## src/hw/ddac_pkg.sv

```systemverilog
`default_nettype none
package ddac_pkg;
   localparam logic [7:0] ADDR_C0_LOW = 8'hf9;
   localparam logic [7:0] ADDR_C0_HIGH = 8'hfa;
   localparam logic [7:0] ADDR_C1_LOW = 8'hfb;
   localparam logic [7:0] ADDR_C1_HIGH = 8'hfc;
   localparam logic [7:0] ADDR_CONTROL = 8'hfd;
   localparam logic [7:0] DATA_RESET = 8'h00;
   localparam logic [7:0] CONTROL_RESET = 8'h04;
   localparam int BIT_MODE8 = 7;
   localparam int BIT_SPAN1 = 6;
   localparam int BIT_SPAN0 = 5;
   localparam int BIT_CLRN1 = 4;
   localparam int BIT_CLRN0 = 3;
   localparam int BIT_SYNC = 2;
   localparam int BIT_PWR1 = 1;
   localparam int BIT_PWR0 = 0;
   localparam int CFG_BIT_BYPASS = 5;
endpackage
`default_nettype wire

```

## src/hw/ddac_wr_if.sv

```systemverilog
`timescale 1ns/1ps
`default_nettype none
// Write strobes toward one converter channel
interface ddac_wr_if;
   logic low_we;
   logic high_we;
   logic [7:0] wdata;
   logic load_all;
   logic mode8;
   logic [11:0] code;
   modport ctl (output low_we, high_we, wdata, load_all, mode8,
      input code);
   modport chan (input low_we, high_we, wdata, load_all, mode8,
      output code);
endinterface
`default_nettype wire

```

## src/hw/ddac_chan.sv

```systemverilog
`timescale 1ns/1ps
`default_nettype none
module ddac_chan
   import ddac_pkg::*;
(
   // Clock and reset
   input wire logic i_clk,
   input wire logic i_nrst,
   // Control side
   ddac_wr_if.chan bus,
   input wire logic i_sync,
   // Register readback
   output logic [7:0] o_low,
   output logic [7:0] o_high
);
   typedef struct packed {
      logic [7:0] low;
      logic [7:0] high;
      logic [11:0] code;
   } ddac_chan_s;
   ddac_chan_s st_ff, nxt_st;

   // Hold bytes; the live code moves only on low write or sync rise
   always_comb begin
      nxt_st = st_ff;
      if (bus.high_we) begin
         nxt_st.high = bus.wdata;
      end
      if (bus.low_we) begin
         nxt_st.low = bus.wdata;
      end
      if ((bus.low_we && i_sync) || bus.load_all) begin
         if (bus.mode8) begin
            nxt_st.code = {4'h0, nxt_st.low};
         end else begin
            nxt_st.code = {nxt_st.high[3:0], nxt_st.low};
         end
      end
   end

   always_ff @(posedge i_clk or negedge i_nrst) begin
      if (!i_nrst) begin
         st_ff <= '{low: DATA_RESET, high: DATA_RESET, code: 12'h000};
      end else begin
         st_ff <= nxt_st;
      end
   end

   assign bus.code = st_ff.code;
   assign o_low = st_ff.low;
   assign o_high = st_ff.high;

   a_low_update: assert property (
      @(posedge i_clk) disable iff (!i_nrst)
      bus.low_we && i_sync && !bus.mode8 |=>
      st_ff.code[7:0] == $past(bus.wdata))
      else $error("code not loaded on low write");
   a_hold_nosync: assert property (
      @(posedge i_clk) disable iff (!i_nrst)
      !i_sync && !bus.load_all |=> $stable(st_ff.code))
      else $error("code moved while held");
   a_mode8_high: assert property (
      @(posedge i_clk) disable iff (!i_nrst)
      bus.mode8 && (bus.low_we || bus.load_all) |=>
      st_ff.code[11:8] == 4'h0)
      else $error("high byte leaked in 8-bit mode");
endmodule
`default_nettype wire

```

## src/hw/ddac_ctrl.sv

```systemverilog
`timescale 1ns/1ps
`default_nettype none
module ddac_ctrl
   import ddac_pkg::*;
(
   // Clock and reset
   input wire logic i_clk,
   input wire logic i_nrst,
   // Special function register port
   input wire logic [7:0] i_addr,
   input wire logic i_wr,
   input wire logic [7:0] i_wdata,
   output logic [7:0] o_rdata,
   // Configuration register buffer bit
   input wire logic [7:0] i_cfg,
   // Converter core controls
   output logic [11:0] o_code0,
   output logic [11:0] o_code1,
   output logic o_en0,
   output logic o_en1,
   output logic o_span_vdd0,
   output logic o_span_vdd1,
   output logic o_zero0,
   output logic o_zero1,
   output logic o_bypass0,
   output logic o_bypass1
);
   typedef struct packed {
      logic [7:0] ctl;
      logic [7:0] rdata;
      logic [1:0] en;
      logic [1:0] span;
      logic [1:0] zero;
      logic [1:0] bypass;
   } ddac_ctrl_s;
   ddac_ctrl_s st_ff, nxt_st;

   ddac_wr_if w0 ();
   ddac_wr_if w1 ();
   logic [7:0] low0, high0, low1, high1;
   logic ctl_we, sync_rise;

   // Decode strobes
   assign ctl_we = i_wr && (i_addr == ADDR_CONTROL);
   assign sync_rise = ctl_we && i_wdata[BIT_SYNC] && !st_ff.ctl[BIT_SYNC];
   assign w0.low_we = i_wr && (i_addr == ADDR_C0_LOW);
   assign w0.high_we = i_wr && (i_addr == ADDR_C0_HIGH);
   assign w1.low_we = i_wr && (i_addr == ADDR_C1_LOW);
   assign w1.high_we = i_wr && (i_addr == ADDR_C1_HIGH);
   assign w0.wdata = i_wdata;
   assign w1.wdata = i_wdata;
   assign w0.load_all = sync_rise;
   assign w1.load_all = sync_rise;
   assign w0.mode8 = st_ff.ctl[BIT_MODE8];
   assign w1.mode8 = st_ff.ctl[BIT_MODE8];

   ddac_chan u_ch0 (.i_clk(i_clk), .i_nrst(i_nrst), .bus(w0),
      .i_sync(st_ff.ctl[BIT_SYNC]), .o_low(low0), .o_high(high0));
   ddac_chan u_ch1 (.i_clk(i_clk), .i_nrst(i_nrst), .bus(w1),
      .i_sync(st_ff.ctl[BIT_SYNC]), .o_low(low1), .o_high(high1));

   // Next state: control store, readback, registered core drives
   always_comb begin
      nxt_st = st_ff;
      if (ctl_we) begin
         nxt_st.ctl = i_wdata;
      end
      case (i_addr)
         ADDR_C0_LOW: nxt_st.rdata = low0;
         ADDR_C0_HIGH: nxt_st.rdata = high0;
         ADDR_C1_LOW: nxt_st.rdata = low1;
         ADDR_C1_HIGH: nxt_st.rdata = high1;
         ADDR_CONTROL: nxt_st.rdata = st_ff.ctl;
         default: nxt_st.rdata = 8'h00;
      endcase
      nxt_st.en = {st_ff.ctl[BIT_PWR1], st_ff.ctl[BIT_PWR0]};
      nxt_st.span = {st_ff.ctl[BIT_SPAN1], st_ff.ctl[BIT_SPAN0]};
      // Clear is active low in the register, active high to the core
      nxt_st.zero = {!st_ff.ctl[BIT_CLRN1], !st_ff.ctl[BIT_CLRN0]};
      // Bypass only honoured on reference span; supply span keeps buffer
      nxt_st.bypass[0] = i_cfg[CFG_BIT_BYPASS] && !st_ff.ctl[BIT_SPAN0];
      nxt_st.bypass[1] = i_cfg[CFG_BIT_BYPASS] && !st_ff.ctl[BIT_SPAN1];
   end

   always_ff @(posedge i_clk or negedge i_nrst) begin
      if (!i_nrst) begin
         st_ff <= '{ctl: CONTROL_RESET, rdata: 8'h00, en: 2'b00,
            span: 2'b00, zero: 2'b11, bypass: 2'b00};
      end else begin
         st_ff <= nxt_st;
      end
   end

   // Codes come straight from channel flops
   assign o_code0 = w0.code;
   assign o_code1 = w1.code;
   assign o_rdata = st_ff.rdata;
   assign o_en0 = st_ff.en[0];
   assign o_en1 = st_ff.en[1];
   assign o_span_vdd0 = st_ff.span[0];
   assign o_span_vdd1 = st_ff.span[1];
   assign o_zero0 = st_ff.zero[0];
   assign o_zero1 = st_ff.zero[1];
   assign o_bypass0 = st_ff.bypass[0];
   assign o_bypass1 = st_ff.bypass[1];

   // Control bits reach the core drives two edges after the write
   a_power_follow: assert property (
      @(posedge i_clk) disable iff (!i_nrst)
      ctl_we |=> ##1 o_en0 == $past(i_wdata[BIT_PWR0], 2))
      else $error("power enable wrong");
   a_power1_follow: assert property (
      @(posedge i_clk) disable iff (!i_nrst)
      ctl_we |=> ##1 o_en1 == $past(i_wdata[BIT_PWR1], 2))
      else $error("power enable 1 wrong");
   a_clear_follow: assert property (
      @(posedge i_clk) disable iff (!i_nrst)
      ctl_we |=> ##1 o_zero1 == !$past(i_wdata[BIT_CLRN1], 2))
      else $error("clear wrong");
   a_clear0_follow: assert property (
      @(posedge i_clk) disable iff (!i_nrst)
      ctl_we |=> ##1 o_zero0 == !$past(i_wdata[BIT_CLRN0], 2))
      else $error("clear 0 wrong");
   a_span_follow: assert property (
      @(posedge i_clk) disable iff (!i_nrst)
      ctl_we |=> ##1 o_span_vdd1 == $past(i_wdata[BIT_SPAN1], 2))
      else $error("span wrong");
   a_span0_follow: assert property (
      @(posedge i_clk) disable iff (!i_nrst)
      ctl_we |=> ##1 o_span_vdd0 == $past(i_wdata[BIT_SPAN0], 2))
      else $error("span 0 wrong");

   // Drives track the stored word even without a fresh write
   a_power_off: assert property (
      @(posedge i_clk) disable iff (!i_nrst)
      !st_ff.ctl[BIT_PWR0] |=> !o_en0)
      else $error("converter 0 powered while off");
   a_power1_on: assert property (
      @(posedge i_clk) disable iff (!i_nrst)
      st_ff.ctl[BIT_PWR1] |=> o_en1)
      else $error("converter 1 not powered");
   a_zero_held: assert property (
      @(posedge i_clk) disable iff (!i_nrst)
      !st_ff.ctl[BIT_CLRN1] |=> o_zero1)
      else $error("clear 1 not forcing zero");
   a_zero_free: assert property (
      @(posedge i_clk) disable iff (!i_nrst)
      st_ff.ctl[BIT_CLRN0] |=> !o_zero0)
      else $error("clear 0 stuck");

   // Bypass follows the config bit but never on the supply span
   a_bypass_ref: assert property (
      @(posedge i_clk) disable iff (!i_nrst)
      o_bypass0 |-> !o_span_vdd0)
      else $error("bypass on supply span");
   a_bypass1_ref: assert property (
      @(posedge i_clk) disable iff (!i_nrst)
      o_bypass1 |-> !o_span_vdd1)
      else $error("bypass 1 on supply span");
   a_bypass_set: assert property (
      @(posedge i_clk) disable iff (!i_nrst)
      i_cfg[CFG_BIT_BYPASS] && !st_ff.ctl[BIT_SPAN0] |=> o_bypass0)
      else $error("bypass not applied");
   a_bypass_clear: assert property (
      @(posedge i_clk) disable iff (!i_nrst)
      !i_cfg[CFG_BIT_BYPASS] |=> !o_bypass0 && !o_bypass1)
      else $error("buffer bypassed while enabled");

   // One stored word carries mode and sync for both channels
   a_ctl_store: assert property (
      @(posedge i_clk) disable iff (!i_nrst)
      ctl_we |=> st_ff.ctl == $past(i_wdata))
      else $error("control write lost");
   a_ctl_hold: assert property (
      @(posedge i_clk) disable iff (!i_nrst)
      !ctl_we |=> $stable(st_ff.ctl))
      else $error("control moved without write");

   // Converter codes: immediate and synchronised loads
   a_sync_both: assert property (
      @(posedge i_clk) disable iff (!i_nrst)
      sync_rise && !w0.mode8 && !w0.low_we && !w0.high_we |=>
      o_code0 == {high0[3:0], low0})
      else $error("sync load missed");
   a_sync1_both: assert property (
      @(posedge i_clk) disable iff (!i_nrst)
      sync_rise && !w1.mode8 |=> o_code1 == {high1[3:0], low1})
      else $error("sync load 1 missed");
   a_sync_narrow: assert property (
      @(posedge i_clk) disable iff (!i_nrst)
      sync_rise && w1.mode8 |=> o_code1 == {4'h0, low1})
      else $error("narrow sync load wrong");
   a_imm_wide: assert property (
      @(posedge i_clk) disable iff (!i_nrst)
      w1.low_we && st_ff.ctl[BIT_SYNC] && !w1.mode8 |=>
      o_code1 == {high1[3:0], $past(i_wdata)})
      else $error("immediate wide load wrong");
   a_imm_narrow: assert property (
      @(posedge i_clk) disable iff (!i_nrst)
      w1.low_we && st_ff.ctl[BIT_SYNC] && w1.mode8 |=>
      o_code1 == {4'h0, $past(i_wdata)})
      else $error("immediate narrow load wrong");
   a_high_nolaunch: assert property (
      @(posedge i_clk) disable iff (!i_nrst)
      w0.high_we |=> $stable(o_code0))
      else $error("high byte write moved the code");

   // Readback is one cycle behind the address
   a_rdata_ctl: assert property (
      @(posedge i_clk) disable iff (!i_nrst)
      i_addr == ADDR_CONTROL |=> o_rdata == $past(st_ff.ctl))
      else $error("control readback wrong");
   a_rdata_unmap: assert property (
      @(posedge i_clk) disable iff (!i_nrst)
      !(i_addr inside {[ADDR_C0_LOW:ADDR_CONTROL]}) |=> o_rdata == 8'h00)
      else $error("unmapped readback not zero");

   // Main scenarios worth seeing at least once
   c_sync_rise: cover property (@(posedge i_clk) sync_rise);
   c_low_imm: cover property (@(posedge i_clk)
      w1.low_we && st_ff.ctl[BIT_SYNC]);
   c_mode8: cover property (@(posedge i_clk) w0.mode8 && w0.low_we);
   c_sync_narrow: cover property (@(posedge i_clk)
      sync_rise && w0.mode8);
   c_bypass_on: cover property (@(posedge i_clk) o_bypass0);
endmodule
`default_nettype wire

```

## config.mk

```make
export PLATFORM = sky130hd
export DESIGN_NAME = ddac_ctrl
export DESIGN_NICKNAME = d
export VERILOG_FILES = /design/src/hw/ddac_pkg.sv /design/src/hw/ddac_wr_if.sv /design/src/hw/ddac_chan.sv /design/src/hw/ddac_ctrl.sv
export SDC_FILE = /design/constraint.sdc
export NUM_CORES = 1
export LEC_CHECK = 0
export BUFFER_PORTS_ARGS = -buffer_cell sky130_fd_sc_hd__buf_2
export CAP_MARGIN = 20
export CORE_ASPECT_RATIO = 1.75
export CORE_MARGIN = 2
export CORE_UTILIZATION = 27
export DETAILED_ROUTE_END_ITERATION = 7
export GPL_TIMING_DRIVEN = 0
export PLACE_DENSITY_LB_ADDON = 0.05
export SLEW_MARGIN = 20
export SYNTH_ARGS = -nofsm -noshare
export SYNTH_HDL_FRONTEND = slang
export SYNTH_SLANG_ARGS = --single-unit
```

## constraint.sdc

```tcl
create_clock -name i_clk -period 4.8 [get_ports i_clk]
set_clock_uncertainty 0.2 [all_clocks]
set_input_delay 0 -clock i_clk [delete_from_list [all_inputs] [get_ports i_clk]]
set_output_delay 0 -clock i_clk [all_outputs]
set_load 0.01 [all_outputs]
```

== Yosys cells after proc, flatten, opt, wreduce, memory -nomap -nowiden ==
Cells that the tools add are included.
Widths: inputs -> output; s select.
Storage, ports and cells
  bits in registers: 80
  latch bits: 0
  RAM bits: 0
  bits in read-only memories: 0
  input port bits: 27
  output and inout bits: 40
  word-level logic and storage cells: 44
  memories kept: 0
Operators by class
  add/subtract/negate cells: 0
  $mul: 0
  divide/modulo/power cells: 0
  magnitude comparators: 0
  equality and inequality tests: 5
  shifts and indexed selects: 0
  multiplexer cells: 7
  bitwise logic cells: 0
  reduce and logical (&&, ||, !) cells: 18
Operators by type and width (count)
  $eq 8x8->1 const B: 5
  $pmux 8 s5: 1
  $mux 12: 2
  $mux 8: 2
  $logic_and 1x1->1: 11
  $mux 4: 2
  $logic_not 1->1: 5
  $logic_or 1x1->1: 2

== Longest topological paths before layout ==
  depth in word-level cells: 5
  mapped depth: 7

== Hierarchy ==
From an unflattened synthesis, not the netlist that was laid out.
Unflattened totals
  cell total of the unflattened synthesis: 278
  area, all modules: 3477.1 um^2
By module, submodules not included
  ddac_chan: times used 2, cells each 86, area each 1127.3 um^2
  ddac_ctrl: times used 1, cells each 106, area each 1222.4 um^2

== Worst setup path after synthesis ==
OpenSTA, ideal clock, no wires.
  path type: reg-to-reg
  start: register st_ff[18] in the netlist's numbering
  end: register u_ch0.st_ff, in the netlist u_ch0.bus.code[2]
  data arrival time: 1.673 ns
  slack: 2.802 ns
  stages on the path, launching flop included: 5
  buffers on the path: 1
  clock period less this slack: 1.998 ns
  cell sequence: dfstp_2 nand2b_1 a2111oi_4 buf_4 mux2_2
Between the ends
  cells in the longest elaborated chain, start to end: 3
  elaborated cells between the ends (all ways): 4
  classes of those cells: reduce/logical: 4
RTL lines
  from (decl): line ddac_ctrl.sv:36  | ddac_ctrl_s st_ff, nxt_st;
  from (signal assigned): line ddac_ctrl.sv:87  | st_ff <= '{ctl: CONTROL_RESET, rdata: 8'h00, en: 2'b00,
  from (signal assigned): line ddac_ctrl.sv:90  | st_ff <= nxt_st;
  $logic_not 1->1: line ddac_ctrl.sv:45  | assign sync_rise = ctl_we && i_wdata[BIT_SYNC] && !st_ff.ctl[BIT_SYNC];
  $logic_and 1x1->1: line ddac_ctrl.sv:45
  $logic_or 1x1->1 (*): line ddac_chan.sv:32  | if ((bus.low_we && i_sync) || bus.load_all) begin
  to (signal assigned): line ddac_chan.sv:43  | st_ff <= '{low: DATA_RESET, high: DATA_RESET, code: 12'h000};
  to (signal assigned): line ddac_chan.sv:45  | st_ff <= nxt_st;
  to (decl): line ddac_chan.sv:21  | ddac_chan_s st_ff, nxt_st;
Mark *: on every way between the ends. The rest lies on a longest branch, timed or not.
A chain may end at the register's enable or synchronous reset.

== Worst setup path in the final report ==
  start: register st_ff[18] in the netlist's numbering
  end: register u_ch1.st_ff, in the netlist u_ch1.bus.code[4]
Between the ends
  cells in the longest elaborated chain, start to end: 3
  elaborated cells between the ends (all ways): 4
  classes of those cells: reduce/logical: 4
RTL lines (line)
  $logic_not 1->1: ddac_ctrl.sv:45
  $logic_and 1x1->1: ddac_ctrl.sv:45
  $logic_or 1x1->1 (*): ddac_chan.sv:32
  to (signal assigned): ddac_chan.sv:43
  to (signal assigned): ddac_chan.sv:45
  to (decl): ddac_chan.sv:21
Marks and branches as above.

==> results by group <==
Drt
  • DRC Markers: 0
  • WL final: slightly below 9 mm
  • Remaining antenna violation count: 0
  • 1st-pass router iterations: 4
  • Routed length per instance: between 15 and 20 um
  • DR vias/cell: between 4 and 5
  • Via count: ~2200
  • DRT iter0 DRCs: 87

STA
  • Setup TNS: 0 ps
  • Final setup viols: 0
  • Hold Vio Cnt, Final: 0
  • Final Slew Violations: 0
  • Hold WS: around 2.4 ps
  • Max_slew headroom: 0.312
  • Slew @ Worst Pin: approximately 1000 ps
  • Period utilization: 0.515
  • Post-layout min period: 2470 ps
  • Max Clk Rate: slightly above 0.4 GHz
  • RSZ-0062 raised after global routing: no

Synth
  • Synth Area in Compound Gates: 0.0746
  • Syn_nets: 263
  • Adder-cell share of the synthesized area: 0
  • EDFF count, synth: 0
  • Yosys top cell by area: dfrtp_1
  • Synth cell types: 35
  • Largest cells by area after synthesis: dfrtp_1 (57%), mux2_2 (18%), mux2i_1 (2.4%), dfstp_2 (2.3%), buf_4 (2.2%)
  • Top cell type's share of synthesized area: 0.566
  • Mapped Cells: about 240
  • Largest family of logic cells by synthesized area: multiplexers
  • YS warnings: 0
  • Post-synthesis xor/xnor area fraction: 0
  • Avg Cell Area, Syn: 14.4 sq um
  • Synth Area in Simple Gates: 0.0933
  • Post-synthesis mux area share: 0.209
  • Commonest register cell after synthesis: dfrtp_1
  • Synthesized cell area: 0.00341 sq mm
  • Async S/R FF share, synth: 1.00
  • Sequential share of the synthesized area: 0.589
  • Synthesized flop and latch total: 80

Global route
  • Gr usage total: 0.139
  • First-pass GRT wire length: 13.6 mm
  • Number of global-route vias before repair: 2269
  • Largest net degree at the start of global routing: 50
  • Total global routing overflow: 0
  • Initial antenna violation count: 0

CTS
  • CTS tree: yes
  • Worst-Skew Late Latency: about 340 ps
  • Post-CTS Resized: 0
  • Post-CTS setup buffer count: 0
  • H-tree levels: 3
  • CTS Buf Count: 9
  • Max clock buf depth: 2
  • CTS root buf: clkbuf_16
  • Clock transition at path regs: around 70 ps
  • CTS Sinks: 80

Die
  • Chip Width: 88.9 um
  • Die Height: ~150 um
  • Initial Utilization: 0.276
  • # IOs: 67
  • Die ar.: about 0.014 sq mm
  • # rows: between 50 and 60
  • Core area: approximately 0.012 sq mm

Worst setup path
  • Worst setup SP type: flop
  • CP endpoint kind: flop
  • CP max FO: 10
  • Reg-to-Reg Start: st_ff[18]
  • Critical Path AT: approximately 2500 ps
  • CP required: 4820 ps
  • Crit. Startpoint: st_ff[18]
  • Reg-to-reg critical path endpoint: u_ch1.bus.code[4]
  • Reg2reg setup slack: ~2300 ps
  • Path type of the worst setup path: flop to flop
  • Reg2reg path depth: 5

Final layout
  • Fin nets: 346
  • Ant diodes: 0
  • Area growth, synth to finish: 28.0%
  • Layout cells sized above 1: 0.503
  • Non-filler cells, final: just under 500
  • Fin util: 0.353
  • Filler instances: 1236

Placement
  • IO buf count: 58
  • Detailed Place HPWL: between 5 and 6 mm
  • Routability-driven placement congestion ratio: around 0.74
  • Placed insts: 463

Flow run
  • Max Cap Viol: 0

Hold path
  • Hold Crit Class: primary input to async pin

Power
  • Leak: between 0.002 and 0.0025 uW
  • VDD IR-drop max: 159 uV
  • PD cells: ~330 mW/mm^2

Status
  • Status: finished, final reports clean
## power by group
part	internal [uW]	switching (uW)	leakage, uW
Sequential	695	9.50	0.00109
Combinational	41.0	53.7	0.000969
Clock	363	288	0.000128
Total	1100	351	0.00219
## final cells by class
class	instances	area, sq um	share of cell area
Sequential cell	80	2010	0.460
Clock inverter	5	32.5	0.00746
Clock buffer	11	243	0.0557
Inverter	4	15.0	0.00344
Tap cell	168	210	0.0482
Multi-Input combinational cell	137	1290	0.296
Buffer	15	104	0.0238
Timing Repair Buffer	72	460	0.106
## flip-flops by register name, summed over array words and instances, names as in the netlist
name and flops:
u_ch1.bus.code 12, o_bypass0 1, o_zero0 1, u_ch0.o_low 8, u_ch1.o_low 8, u_ch0.bus.code 12, o_span_vdd0 1, o_en0 1
o_zero1 1, nxt_st 4, o_bypass1 1, st_ff 4, u_ch1.o_high 8, o_rdata 8, o_span_vdd1 1, o_en1 1
u_ch0.o_high 8
## synth_stat cells, types with 2 or more instances
| master | instances |
|---|---|
| buf_4 | 10 |
| mux2i_1 | 8 |
| nor2b_1 | 7 |
| nand2_1 | 16 |
| nand2b_1 | 2 |
| a31o_2 | 8 |
| dfrtp_1 | 77 |
| inv_1 | 4 |
| mux2_2 | 54 |
| a22oi_1 | 7 |
| mux2_1 | 2 |
| nand3b_1 | 3 |
| o2bb2ai_1 | 7 |
| dfstp_2 | 3 |
| a21boi_0 | 4 |
| buf_2 | 2 |
| clkbuf_1 | 2 |
| nor2_1 | 2 |
| nor4_4 | 2 |
## kinds of logic after synthesis
kind of cell           count (synthesis)
flip-flops                            80
buffers and inverters                 19
AO/OA/AOI/OAI                         29
AND/OR/NAND/NOR                       44
multiplexers                          64
## placed cells by master, fill, tap and decap left out, drive strengths merged
cell,count
and2,2
dfrtp,77
nor4,3
inv,4
buf,73
dfstp,3
clkbuf,13
nor2,2
nand3,3
nor4b,1
dlygate4sd3,12
nand3b,4
or4,1
a211oi,1
o21ai,1
clkinvlp,3
a2111oi,1
a31o,8
nand2,16
nand4bb,1
a21boi,4
mux2i,8
nand2b,2
a22oi,7
mux2,56
nor2b,7
nor3,2
o2bb2ai,7
clkinv,2
## routing by layer
metal,global-route usage,up-vias,wire [um],part of all wire
met2,0.226,48,4500,0.51
met4,0.0548,0,206,0.023
li1,-,1010,-,-
met5,0,-,0,0
met3,0.0309,19,279,0.032
met1,0.176,1083,3830,0.43
## worst max-delay path, cell delays in order, from the launching register on
cell      delay (ps)
dfstp_2          580
nand3b_1          90
a211oi_1         630
and2_1           280
buf_4            230
mux2_2           350
## how the worst max path moves through the flow
stage | slack, ps | to | depth (start not counted)
floorplan | 2800 | u_ch0.bus.code[2] | 4
global placement | 2370 | u_ch0.bus.code[5] | 4
CTS | 2340 | u_ch0.bus.code[2] | 4
finish | 2330 | u_ch1.bus.code[4] | 5
detailed placement | 2340 | u_ch0.bus.code[5] | 4
global route | 2190 | u_ch1.bus.code[4] | 5
## what timing repair did
| item | in CTS | in global routing |
|---|---|---|
| hold buffers | 13 | 0 |
| endpoints found under the hold margin | 145 | 0 |
| setup endpoints to repair | 0 | 0 |
## per-stage QoR
stage / power (uW) / cell area [sq um] / worst slack [ps]
floorplan: 755 / 3410 / 2800
global placement: 800 / 3910 / 2370
detailed placement: 804 / 3940 / 2340
CTS: 1470 / 4350 / 2340
global route: 1500 / 4360 / 2190
finish: 1450 / 4360 / 2330
Power figures use the tool's default switching activity.
